### config.mk
export PLATFORM = sky130hd
export DESIGN_NAME = tone_bus_lock_status_regs
export DESIGN_NICKNAME = d
export VERILOG_FILES = /design/src/shared/tone_bus_lock_pkg.sv /design/src/logic/tone_bus_lock_status_regs.sv
export SDC_FILE = /design/constraint.sdc
export NUM_CORES = 1
export LEC_CHECK = 0
export ABC_CLOCK_PERIOD_IN_PS = 3800
export BUFFER_PORTS_ARGS = -buffer_cell sky130_fd_sc_hd__buf_2
export CAP_MARGIN = 10
export CORE_MARGIN = 3
export CORE_UTILIZATION = 55
export DETAILED_ROUTE_END_ITERATION = 16
export PLACE_DENSITY = 0.76
export SETUP_SLACK_MARGIN = 0.3
export SYNTH_ARGS = -nofsm -noshare
export SYNTH_HDL_FRONTEND = slang
export SYNTH_SLANG_ARGS = --single-unit
### constraint.sdc
create_clock -name core_clk -period 3.8 [get_ports core_clk]
set_clock_uncertainty 0.2 [all_clocks]
set_input_delay 0.95 -clock core_clk [delete_from_list [all_inputs] [get_ports core_clk]]
set_output_delay 0.95 -clock core_clk [all_outputs]
set_load 0.01 [all_outputs]
### src/shared/tone_bus_lock_pkg.sv
// Package with register map, field positions and carriers of the block.
package tone_bus_lock_pkg;

    // ******************************************************************
    // Register offsets
    // ******************************************************************
    localparam logic [7:0] CONVERTER_VALUE_LOW_OFS = 8'h07;
    localparam logic [7:0] TONE_BUS_LOCK_CONTROL_OFS = 8'h08;
    localparam logic [7:0] TONE_BUS_FIFO_DATA_OFS = 8'h09;
    localparam logic [7:0] TONE_BUS_STATUS_OFS = 8'h0a;
    localparam logic [7:0] RESERVED_SLOT_OFS = 8'h0b;

    // ******************************************************************
    // Reset values
    // ******************************************************************
    localparam logic [7:0] CONVERTER_VALUE_LOW_RST = 8'h00;
    localparam logic [7:0] TONE_BUS_LOCK_CONTROL_RST = 8'h60;
    localparam logic [7:0] TONE_BUS_FIFO_DATA_RST = 8'h00;

    // ******************************************************************
    // Field positions
    // ******************************************************************
    localparam int LOCK_SEL_MSB = 7;
    localparam int LOCK_SEL_LSB = 6;
    localparam int LOCK_OPEN_DRAIN_BIT = 5;
    localparam int BURST_SEL_BIT = 2;
    localparam int STATUS_INPUT_PIN_BIT = 7;
    localparam int STATUS_REPEATER_BIT = 6;
    localparam int STATUS_EMPTY_BIT = 1;
    localparam int STATUS_FULL_BIT = 0;

    // ******************************************************************
    // Sizes
    // ******************************************************************
    localparam int CONVERTER_WIDTH = 12;
    localparam int FIFO_DEPTH_DEFAULT = 8;

    // ******************************************************************
    // Lock pin selector codes
    // ******************************************************************
    localparam logic [1:0] LOCK_SEL_LOW = 2'h0;
    localparam logic [1:0] LOCK_SEL_HIGH = 2'h1;
    localparam logic [1:0] LOCK_SEL_CARRIER = 2'h2;
    localparam logic [1:0] LOCK_SEL_LOCKED = 2'h3;

    // ******************************************************************
    // Carriers
    // ******************************************************************
    typedef struct packed {
        logic [1:0] lockSel;
        logic lockOpenDrain;
        logic [1:0] spare;
        logic burstSel;
        logic [1:0] toneMode;
    } tone_ctrl_t;

    typedef struct packed {
        logic [7:0] addr;
        logic write;
        logic read;
        logic [7:0] wdata;
    } reg_req_t;

endpackage

### src/logic/tone_bus_lock_status_regs.sv
// Register slice for converter low byte, lock pin, tone bus FIFO and status.
//
// Operation
// The lock pin follows a two-bit selector: low, high, carrier, locked.
// Control bit 5 makes the lock pin open drain when 1 and push-pull when 0.
// Software writes zeros to control bits 4 and 3.
// Status bit 7 returns the level on the general input pin.
// Status bit 6 returns the state of the repeater data line.
// Status bit 1 flags the transmit FIFO empty and bit 0 flags it full.
// Offset 09 queues each byte written while the FIFO is not full for the tone bus and resets to 0.
// Offset 07 holds the low eight converter bits and resets to zero.
// Control bit 2 chooses modulated messaging or a plain tone burst.
// The converter value is the high nibble above the offset 07 byte.
// A FIFO write while full is ignored and leaves the FIFO unchanged.
`timescale 1ns/1ps

module tone_bus_lock_status_regs
    import tone_bus_lock_pkg::*;
#(
    parameter int FIFO_DEPTH = FIFO_DEPTH_DEFAULT
) (
    input wire logic core_clk,
    input wire logic rstn,
    input wire reg_req_t regReq,
    output logic [7:0] regRData,
    input wire logic [3:0] converterHighNibble,
    output logic [CONVERTER_WIDTH-1:0] converterValue,
    input wire logic carrierFound,
    input wire logic demodLocked,
    output logic lockPinOut,
    output logic lockPinOe,
    input wire logic generalInputPin,
    input wire logic repeaterDataLine,
    output logic burstSel,
    output logic [1:0] toneMode,
    output logic txValid,
    output logic [7:0] txData,
    input wire logic txReady
);

    localparam int PW = (FIFO_DEPTH > 1) ? $clog2(FIFO_DEPTH) : 1;
    localparam logic [PW:0] DEPTH_CNT = (PW + 1)'(FIFO_DEPTH);
    localparam logic [PW-1:0] LAST_IDX = PW'(FIFO_DEPTH - 1);

    // ******************************************************************
    // Register state
    // ******************************************************************
    logic [7:0] convLow_reg, convLow_next;
    tone_ctrl_t ctrl_reg, ctrl_next;
    logic [7:0] fifoData_reg, fifoData_next;
    logic [7:0] rdata_reg, rdata_next;
    logic [CONVERTER_WIDTH-1:0] conv_reg, conv_next;
    logic lockOut_reg, lockOut_next;
    logic lockOe_reg, lockOe_next;
    logic lockLevel;
    logic [7:0] status;

    // ******************************************************************
    // Transmit FIFO state
    // ******************************************************************
    logic [7:0] mem_reg [FIFO_DEPTH];
    logic [PW-1:0] wrPtr_reg, wrPtr_next, rdPtr_reg, rdPtr_next;
    logic [PW:0] count_reg, count_next;
    logic fifoFull, fifoEmpty, push, pop;

    assign fifoFull = (count_reg == DEPTH_CNT);
    assign fifoEmpty = (count_reg == '0);
    assign push = regReq.write && (regReq.addr == TONE_BUS_FIFO_DATA_OFS)
                  && !fifoFull;
    assign pop = txValid && txReady;
    assign txValid = !fifoEmpty;
    assign txData = mem_reg[rdPtr_reg];

    always_comb begin
        wrPtr_next = wrPtr_reg;
        rdPtr_next = rdPtr_reg;
        count_next = count_reg;
        if (push) begin
            wrPtr_next = (wrPtr_reg == LAST_IDX) ? '0 : wrPtr_reg + 1'b1;
        end
        if (pop) begin
            rdPtr_next = (rdPtr_reg == LAST_IDX) ? '0 : rdPtr_reg + 1'b1;
        end
        if (push && !pop) begin
            count_next = count_reg + 1'b1;
        end else if (pop && !push) begin
            count_next = count_reg - 1'b1;
        end
    end

    always_ff @(posedge core_clk or negedge rstn) begin
        if (!rstn) begin
            wrPtr_reg <= '0;
            rdPtr_reg <= '0;
            count_reg <= '0;
        end else begin
            wrPtr_reg <= wrPtr_next;
            rdPtr_reg <= rdPtr_next;
            count_reg <= count_next;
        end
    end

    always_ff @(posedge core_clk) begin
        if (push) begin
            mem_reg[wrPtr_reg] <= regReq.wdata;
        end
    end

    // ******************************************************************
    // Status and lock pin
    // ******************************************************************
    always_comb begin
        status = 8'h00;
        status[STATUS_INPUT_PIN_BIT] = generalInputPin;
        status[STATUS_REPEATER_BIT] = repeaterDataLine;
        status[STATUS_EMPTY_BIT] = fifoEmpty;
        status[STATUS_FULL_BIT] = fifoFull;
    end

    always_comb begin
        unique case (ctrl_reg.lockSel)
            LOCK_SEL_LOW: lockLevel = 1'b0;
            LOCK_SEL_HIGH: lockLevel = 1'b1;
            LOCK_SEL_CARRIER: lockLevel = carrierFound;
            LOCK_SEL_LOCKED: lockLevel = demodLocked;
        endcase
    end

    // ******************************************************************
    // Register writes
    // ******************************************************************
    always_comb begin
        convLow_next = convLow_reg;
        ctrl_next = ctrl_reg;
        fifoData_next = fifoData_reg;
        if (regReq.write) begin
            unique case (regReq.addr)
                CONVERTER_VALUE_LOW_OFS: convLow_next = regReq.wdata;
                TONE_BUS_LOCK_CONTROL_OFS: ctrl_next = regReq.wdata;
                TONE_BUS_FIFO_DATA_OFS: begin
                    if (!fifoFull) begin
                        fifoData_next = regReq.wdata;
                    end
                end
                default: ;
            endcase
        end
    end

    always_ff @(posedge core_clk or negedge rstn) begin
        if (!rstn) begin
            convLow_reg <= CONVERTER_VALUE_LOW_RST;
            ctrl_reg <= TONE_BUS_LOCK_CONTROL_RST;
            fifoData_reg <= TONE_BUS_FIFO_DATA_RST;
        end else begin
            convLow_reg <= convLow_next;
            ctrl_reg <= ctrl_next;
            fifoData_reg <= fifoData_next;
        end
    end

    // ******************************************************************
    // Read data
    // ******************************************************************
    always_comb begin
        rdata_next = rdata_reg;
        if (regReq.read) begin
            unique case (regReq.addr)
                CONVERTER_VALUE_LOW_OFS: rdata_next = convLow_reg;
                TONE_BUS_LOCK_CONTROL_OFS: rdata_next = ctrl_reg;
                TONE_BUS_FIFO_DATA_OFS: rdata_next = fifoData_reg;
                TONE_BUS_STATUS_OFS: rdata_next = status;
                default: rdata_next = 8'h00;
            endcase
        end
    end

    always_ff @(posedge core_clk or negedge rstn) begin
        if (!rstn) begin
            rdata_reg <= 8'h00;
        end else begin
            rdata_reg <= rdata_next;
        end
    end

    // ******************************************************************
    // Converter value
    // ******************************************************************
    always_comb begin
        conv_next = {converterHighNibble, convLow_reg};
    end

    always_ff @(posedge core_clk or negedge rstn) begin
        if (!rstn) begin
            conv_reg <= '0;
        end else begin
            conv_reg <= conv_next;
        end
    end

    // ******************************************************************
    // Lock pin driver
    // ******************************************************************
    always_comb begin
        if (ctrl_reg.lockOpenDrain) begin
            lockOut_next = 1'b0;
            lockOe_next = !lockLevel;
        end else begin
            lockOut_next = lockLevel;
            lockOe_next = 1'b1;
        end
    end

    always_ff @(posedge core_clk or negedge rstn) begin
        if (!rstn) begin
            lockOut_reg <= 1'b0;
            lockOe_reg <= 1'b0;
        end else begin
            lockOut_reg <= lockOut_next;
            lockOe_reg <= lockOe_next;
        end
    end

    assign regRData = rdata_reg;
    assign converterValue = conv_reg;
    assign lockPinOut = lockOut_reg;
    assign lockPinOe = lockOe_reg;
    assign burstSel = ctrl_reg.burstSel;
    assign toneMode = ctrl_reg.toneMode;

endmodule

; ---- Yosys cells after proc, flatten, opt, wreduce, memory -nomap -nowiden
; Memory sizes are Yosys's and may differ from the RTL's.
; Cells that the tools add are included.
[totals]
regBits = 56
latchBits = 0
mem_bits_rw = 64
romBits = 0
input_bits = 29
elab_cells = 56
mem_count = 1
[op_classes]
addsub = 4
n_mul = 0
div_mod_pow = 0
order_cmp = 0
eq_ne = 10
shifts = 0
mux = 10
bitwise_logic = 1
reduce_logical = 16
[mem_list]
columns = memory, words, width, rd, rd_ports_with_merged_regs, wr, line
row1 = mem_reg, 8, 8, 1, 0, 1, tone_bus_lock_status_regs.sv:61  ; logic [7:0] mem_reg [FIFO_DEPTH];
[ops]
columns = cell, n
row1 = 8-bit one-hot mux with 4 select lines, 1
row2 = 8-bit by 4-bit equality test with 1-bit output (second input constant), 3
row3 = 8-bit by 3-bit equality test with 1-bit output (second input constant), 1
row4 = 4-bit 2-to-1 mux, 2
row5 = 3-bit by 1-bit adder with 3-bit output (second input constant), 2
row6 = 3-bit equality test (second input constant), 2
row7 = 3-bit 2-to-1 mux, 2
row8 = 1-bit logical AND, 5
row9 = 1-bit zero test, 5
row10 = 4-bit by 1-bit adder with 4-bit output (second input constant), 1
row11 = 2-bit equality test (second input constant), 2
row12 = 4-bit equality test (second input constant), 1
row13 = 4-bit zero test, 1
row14 = 1-bit 2-to-1 mux, 4
row15 = 1-bit one-hot mux with 4 select lines, 1
row16 = 2-bit AND reduction, 2
row17 = 4-bit by 1-bit subtractor with 4-bit output (second input constant), 1
row18 = 3-bit AND reduction, 1
row19 = 2-bit by 1-bit equality test with 1-bit output (second input constant), 1
row20 = 2-bit zero test, 1
row21 = 2-bit nonzero test, 1
row22 = 1-bit NOT, 1

; ---- Longest topological paths before layout
[depth]
depth_word = 7
depth_mapped = 13

; ---- Worst setup path before layout
; OpenSTA, ideal clock, no wires.
[synth_path]
path_kind = input port to flip-flop
startpoint = input regReq[11] (netlist bit)
endpoint = register count_reg[3]
setup_ps = 80
arrival_ps = 3443
t_required_ps = 3520
setup_slack_ps = 77
cell_stages = 13
n_path_buf = 3
path_cell_list = buf_6 nor4bb_1 clkbuf_1 nand4_1 inv_1 clkbuf_1 ha_1 inv_1 ha_1 a21o_1 a21oi_1 mux2i_1 xnor2_1
[synth_between]
elab_chain_len = 6
word_cells_on_any_way = 8
classes_between = eq/ne: 1 / mux: 1 / reduce/logical: 6
[synth_rtl]
columns = element, line
row1 = from (decl), tone_bus_lock_status_regs.sv:24  ; input wire reg_req_t regReq,
row2 = 8-bit by 4-bit equality test with 1-bit output (*), tone_bus_lock_status_regs.sv:68  ; assign push = regReq.write && (regReq.addr == TONE_BUS_FIFO_DATA_OFS)
row3 = 1-bit logical AND (*), tone_bus_lock_status_regs.sv:68
row4 = 1-bit logical AND (*), tone_bus_lock_status_regs.sv:69  ; && !fifoFull;
row5 = named net push, tone_bus_lock_status_regs.sv:64  ; logic fifoFull, fifoEmpty, push, pop;
row6 = 1-bit zero test, tone_bus_lock_status_regs.sv:86  ; end else if (pop && !push) begin
row7 = 1-bit logical AND, tone_bus_lock_status_regs.sv:86
row8 = 2-bit nonzero test (no line), n/a
row9 = to (signal assigned), tone_bus_lock_status_regs.sv:99  ; count_reg <= count_next;
row10 = to (decl), tone_bus_lock_status_regs.sv:63  ; logic [PW:0] count_reg, count_next;
; Mark *: on every way through the listed nets, which the timed path passes. The rest lies on a longest branch.
; A chain may end at the register's enable or synchronous reset.

; ---- Worst setup path in the final report
[layout_path]
startpoint = register rdPtr_reg[1]
endpoint = output txData[3]
[layout_between]
elab_chain_len = 1
[layout_rtl]
columns = element, line
row1 = from (decl), tone_bus_lock_status_regs.sv:62  ; logic [PW-1:0] wrPtr_reg, wrPtr_next, rdPtr_reg, rdPtr_next;
row2 = from (signal assigned), tone_bus_lock_status_regs.sv:98  ; rdPtr_reg <= rdPtr_next;
row3 = memory read 8 x 8 bit, n/a
row4 = to (decl), tone_bus_lock_status_regs.sv:37  ; output logic [7:0] txData,
; Every way passes these cells.

==> flow_summary.yaml <==
routing:
  dr.pass1.iters: 4
  wire_per_inst_um: 20.0
  drtIter0Drc: 154
  drc: 0
  vias_per_cell: 5.78
  finalWirelength_um: 10000
  dr_total_vias: 2889
  drtAntennaViolNets: 0
worst_setup_path:
  arrival_ps: 2180
  crit_path_end_kind: "output port"
  critical_path_class: "reg -> out"
  ff2ff_path_depth: 10
  rrSetupSlack_ps: 680
  worstReg2RegEnd: "count_reg[3]$_DFFE_PN0P_"
  critical_path_required_ps: 2650
  r2r_start: "count_reg[1]$_DFFE_PN0P_"
  worstPathMaxFanout: 18
  start_kind: "flop"
clocking:
  path_clk_slew_ps: 60
  cts_hold_buf: 0
  cts_buffer_depth: 2
  insertion_delay_ps: 500
  clock_sinks: 120
  numCtsBuffers: 17
  ctsHtreeMaxLevel: 4
  cts-root-buf: "clkbuf_8"
  ctsResizeCount: 0
  cts_setup_buffers: 0
  cts_tree: "done"
floorplan:
  die_h_um: 100
  rows: 33
  num_io_pins: 63
  fp.dieArea_sq_um: 10100
  start_util: 0.581
  die_w_um: 100
  coreArea_sq_um: 8420
timing:
  timing.fmax_mhz: 300
  layout_min_cycle_time_ps: 3330
  setup_viol: 0
  timing.hold.ws_ps: 207
  slew_headroom: 0.286
  tightest_slew_ps: 1070
  rsz0062_at_grt: "no"
  finalCritPeriodShare: 0.878
  tns_ps: 0
  final_hold_viol_count: 0
  drv_slew: 0
place:
  place_congestion: 0.876
  io_buffers: 62
  place_area_sq_um: 5360
  dp.cells: 468
  hpwl_um: 6500
power:
  fin_total_pwr_mw: 3.57
  power_density_nw_per_um2: 606
  internal-power_mw: 2.64
  leakage_nw: 2.48
  p_comb_frac: 0.179
  ir_drop_uv: 340
  power.switching_mw: 0.932
  clkPwrFrac: 0.390
  seq_power_share: 0.431
  p_sw_frac: 0.261
global_route:
  grt_max_degree: 50
  track_usage: 0.218
  antenna_found_initial: 0
  grt_overflow_total: 0
  grt_pass1_vias: 3077
  grt_pass1_wl_um: 16400
synth:
  synth.ff_latch_count: 120
  synthDistinctLibCells: 41
  synth_flop_cell: "edfxtp_1"
  yosysWarnings: 0
  synth_edf_count: 64
  syn_avg_cell_area_sq_um: 16.1
  ys_seq_area_frac: 0.680
  syn_inst: 303
  async_reset_ff_frac: 0.467
  synth.cell_area_sq_um: 4890
  syn-num-nets: 340
finish:
  multi_input_area_sq_um: 1450
  syn2layout_area_growth_pct: 20.3
  final_common_cell: "edfxtp_1"
  final_cells: 500
  drive_gt1_frac: 0.403
  regArea_sq_um: 3330
  layout.nets: 419
  fin_area_sq_um: 5890
  antennaDiodeCount: 0
  fillers: 587
  largest_reg_flops: 64
  final_cell_mix: "64 x edfxtp_1, 62 x buf_2, 54 x dfrtp_1"
min_path:
  hp-start: "convLow_reg[2]$_DFFE_PN0P_"
  holdPathEnd: "converterValue[2]$_DFF_PN0_"
  min_path_type: "reg -> reg"
  holdPathStages: 0
run:
  maxCapViolCount: 0
outcome:
  status: "complete, no violations"
-- critical path, stage by stage, from the launching register on --
cell and delay, ps:
dfrtp_1 830, mux4_2 440, mux2_2 280, buf_2 140
-- layout make-up --
type / instances / area share
inverter: 13 / 0.00829
timing repair buffer: 75 / 0.0693
clock inverter: 12 / 0.0134
clock buffer: 20 / 0.0759
multi-input combinational: 155 / 0.246
tap: 105 / 0.0223
sequential: 120 / 0.565
-- cells in the mapped netlist, drive strengths merged (4+ instances only) --
cell type	count	area share
dfrtp	54	0.28
inv	13	0.010
nand2	35	0.027
o22a	4	0.0082
mux4	16	0.074
mux2	29	0.073
nor3	6	0.0061
a22oi	8	0.012
clkbuf	6	0.0046
a22o	4	0.0072
buf	9	0.012
o22ai	8	0.010
edfxtp	64	0.39
ha	7	0.018
nor2	5	0.0038
-- power groups by stage --
stage	clock network, mW	logic (mW)	registers (mW)
floorplan	0	0.508	1.50
global placement	0	0.634	1.56
detailed placement	0	0.644	1.57
CTS	1.41	0.654	1.54
global route	1.47	0.704	1.56
finish	1.39	0.639	1.54
-- routing by layer --
layer	routed length [um]	GRT usage
met1	4290	0.297
met3	592	0.0549
met5	0	0
met2	5080	0.352
met4	45	0.0622
-- cells by family after synthesis --
family,Yosys count,share of synthesized area
xor gates and xnor gates,3,0.00537
and+or+nand+nor,63,0.0644
AOI/OAI and AO/OA,33,0.0493
adders and majority gates,8,0.0220
buffers and inverters,28,0.0266
muxes,48,0.153
DFF,120,0.680
-- worst max-delay path by stage --
stage | slack (ps) | cells past startpoint | to | from
final | 470 | 3 | txData[3] | rdPtr_reg[1]$_DFFE_PN0P_
after global placement | 410 | 5 | ctrl_reg[3]$_DFFE_PN0P_ | regReq[17]
after detailed placement | 370 | 11 | count_reg[3]$_DFFE_PN0P_ | regReq[11]
after CTS | 400 | 3 | txData[3] | rdPtr_reg[1]$_DFFE_PN0P_
after floorplan | 310 | 13 | count_reg[3]$_DFFE_PN0P_ | regReq[11]
after global routing | 320 | 3 | txData[0] | rdPtr_reg[1]$_DFFE_PN0P_
-- through the flow --
step | util | setup WS [ps]
after floorplan | - | 311
after global placement | 0.636 | 408
after detailed placement | 0.636 | 367
after CTS | 0.699 | 397
after global routing | 0.699 | 319
final | 0.699 | 465
(Power assumes the default switching activity.)
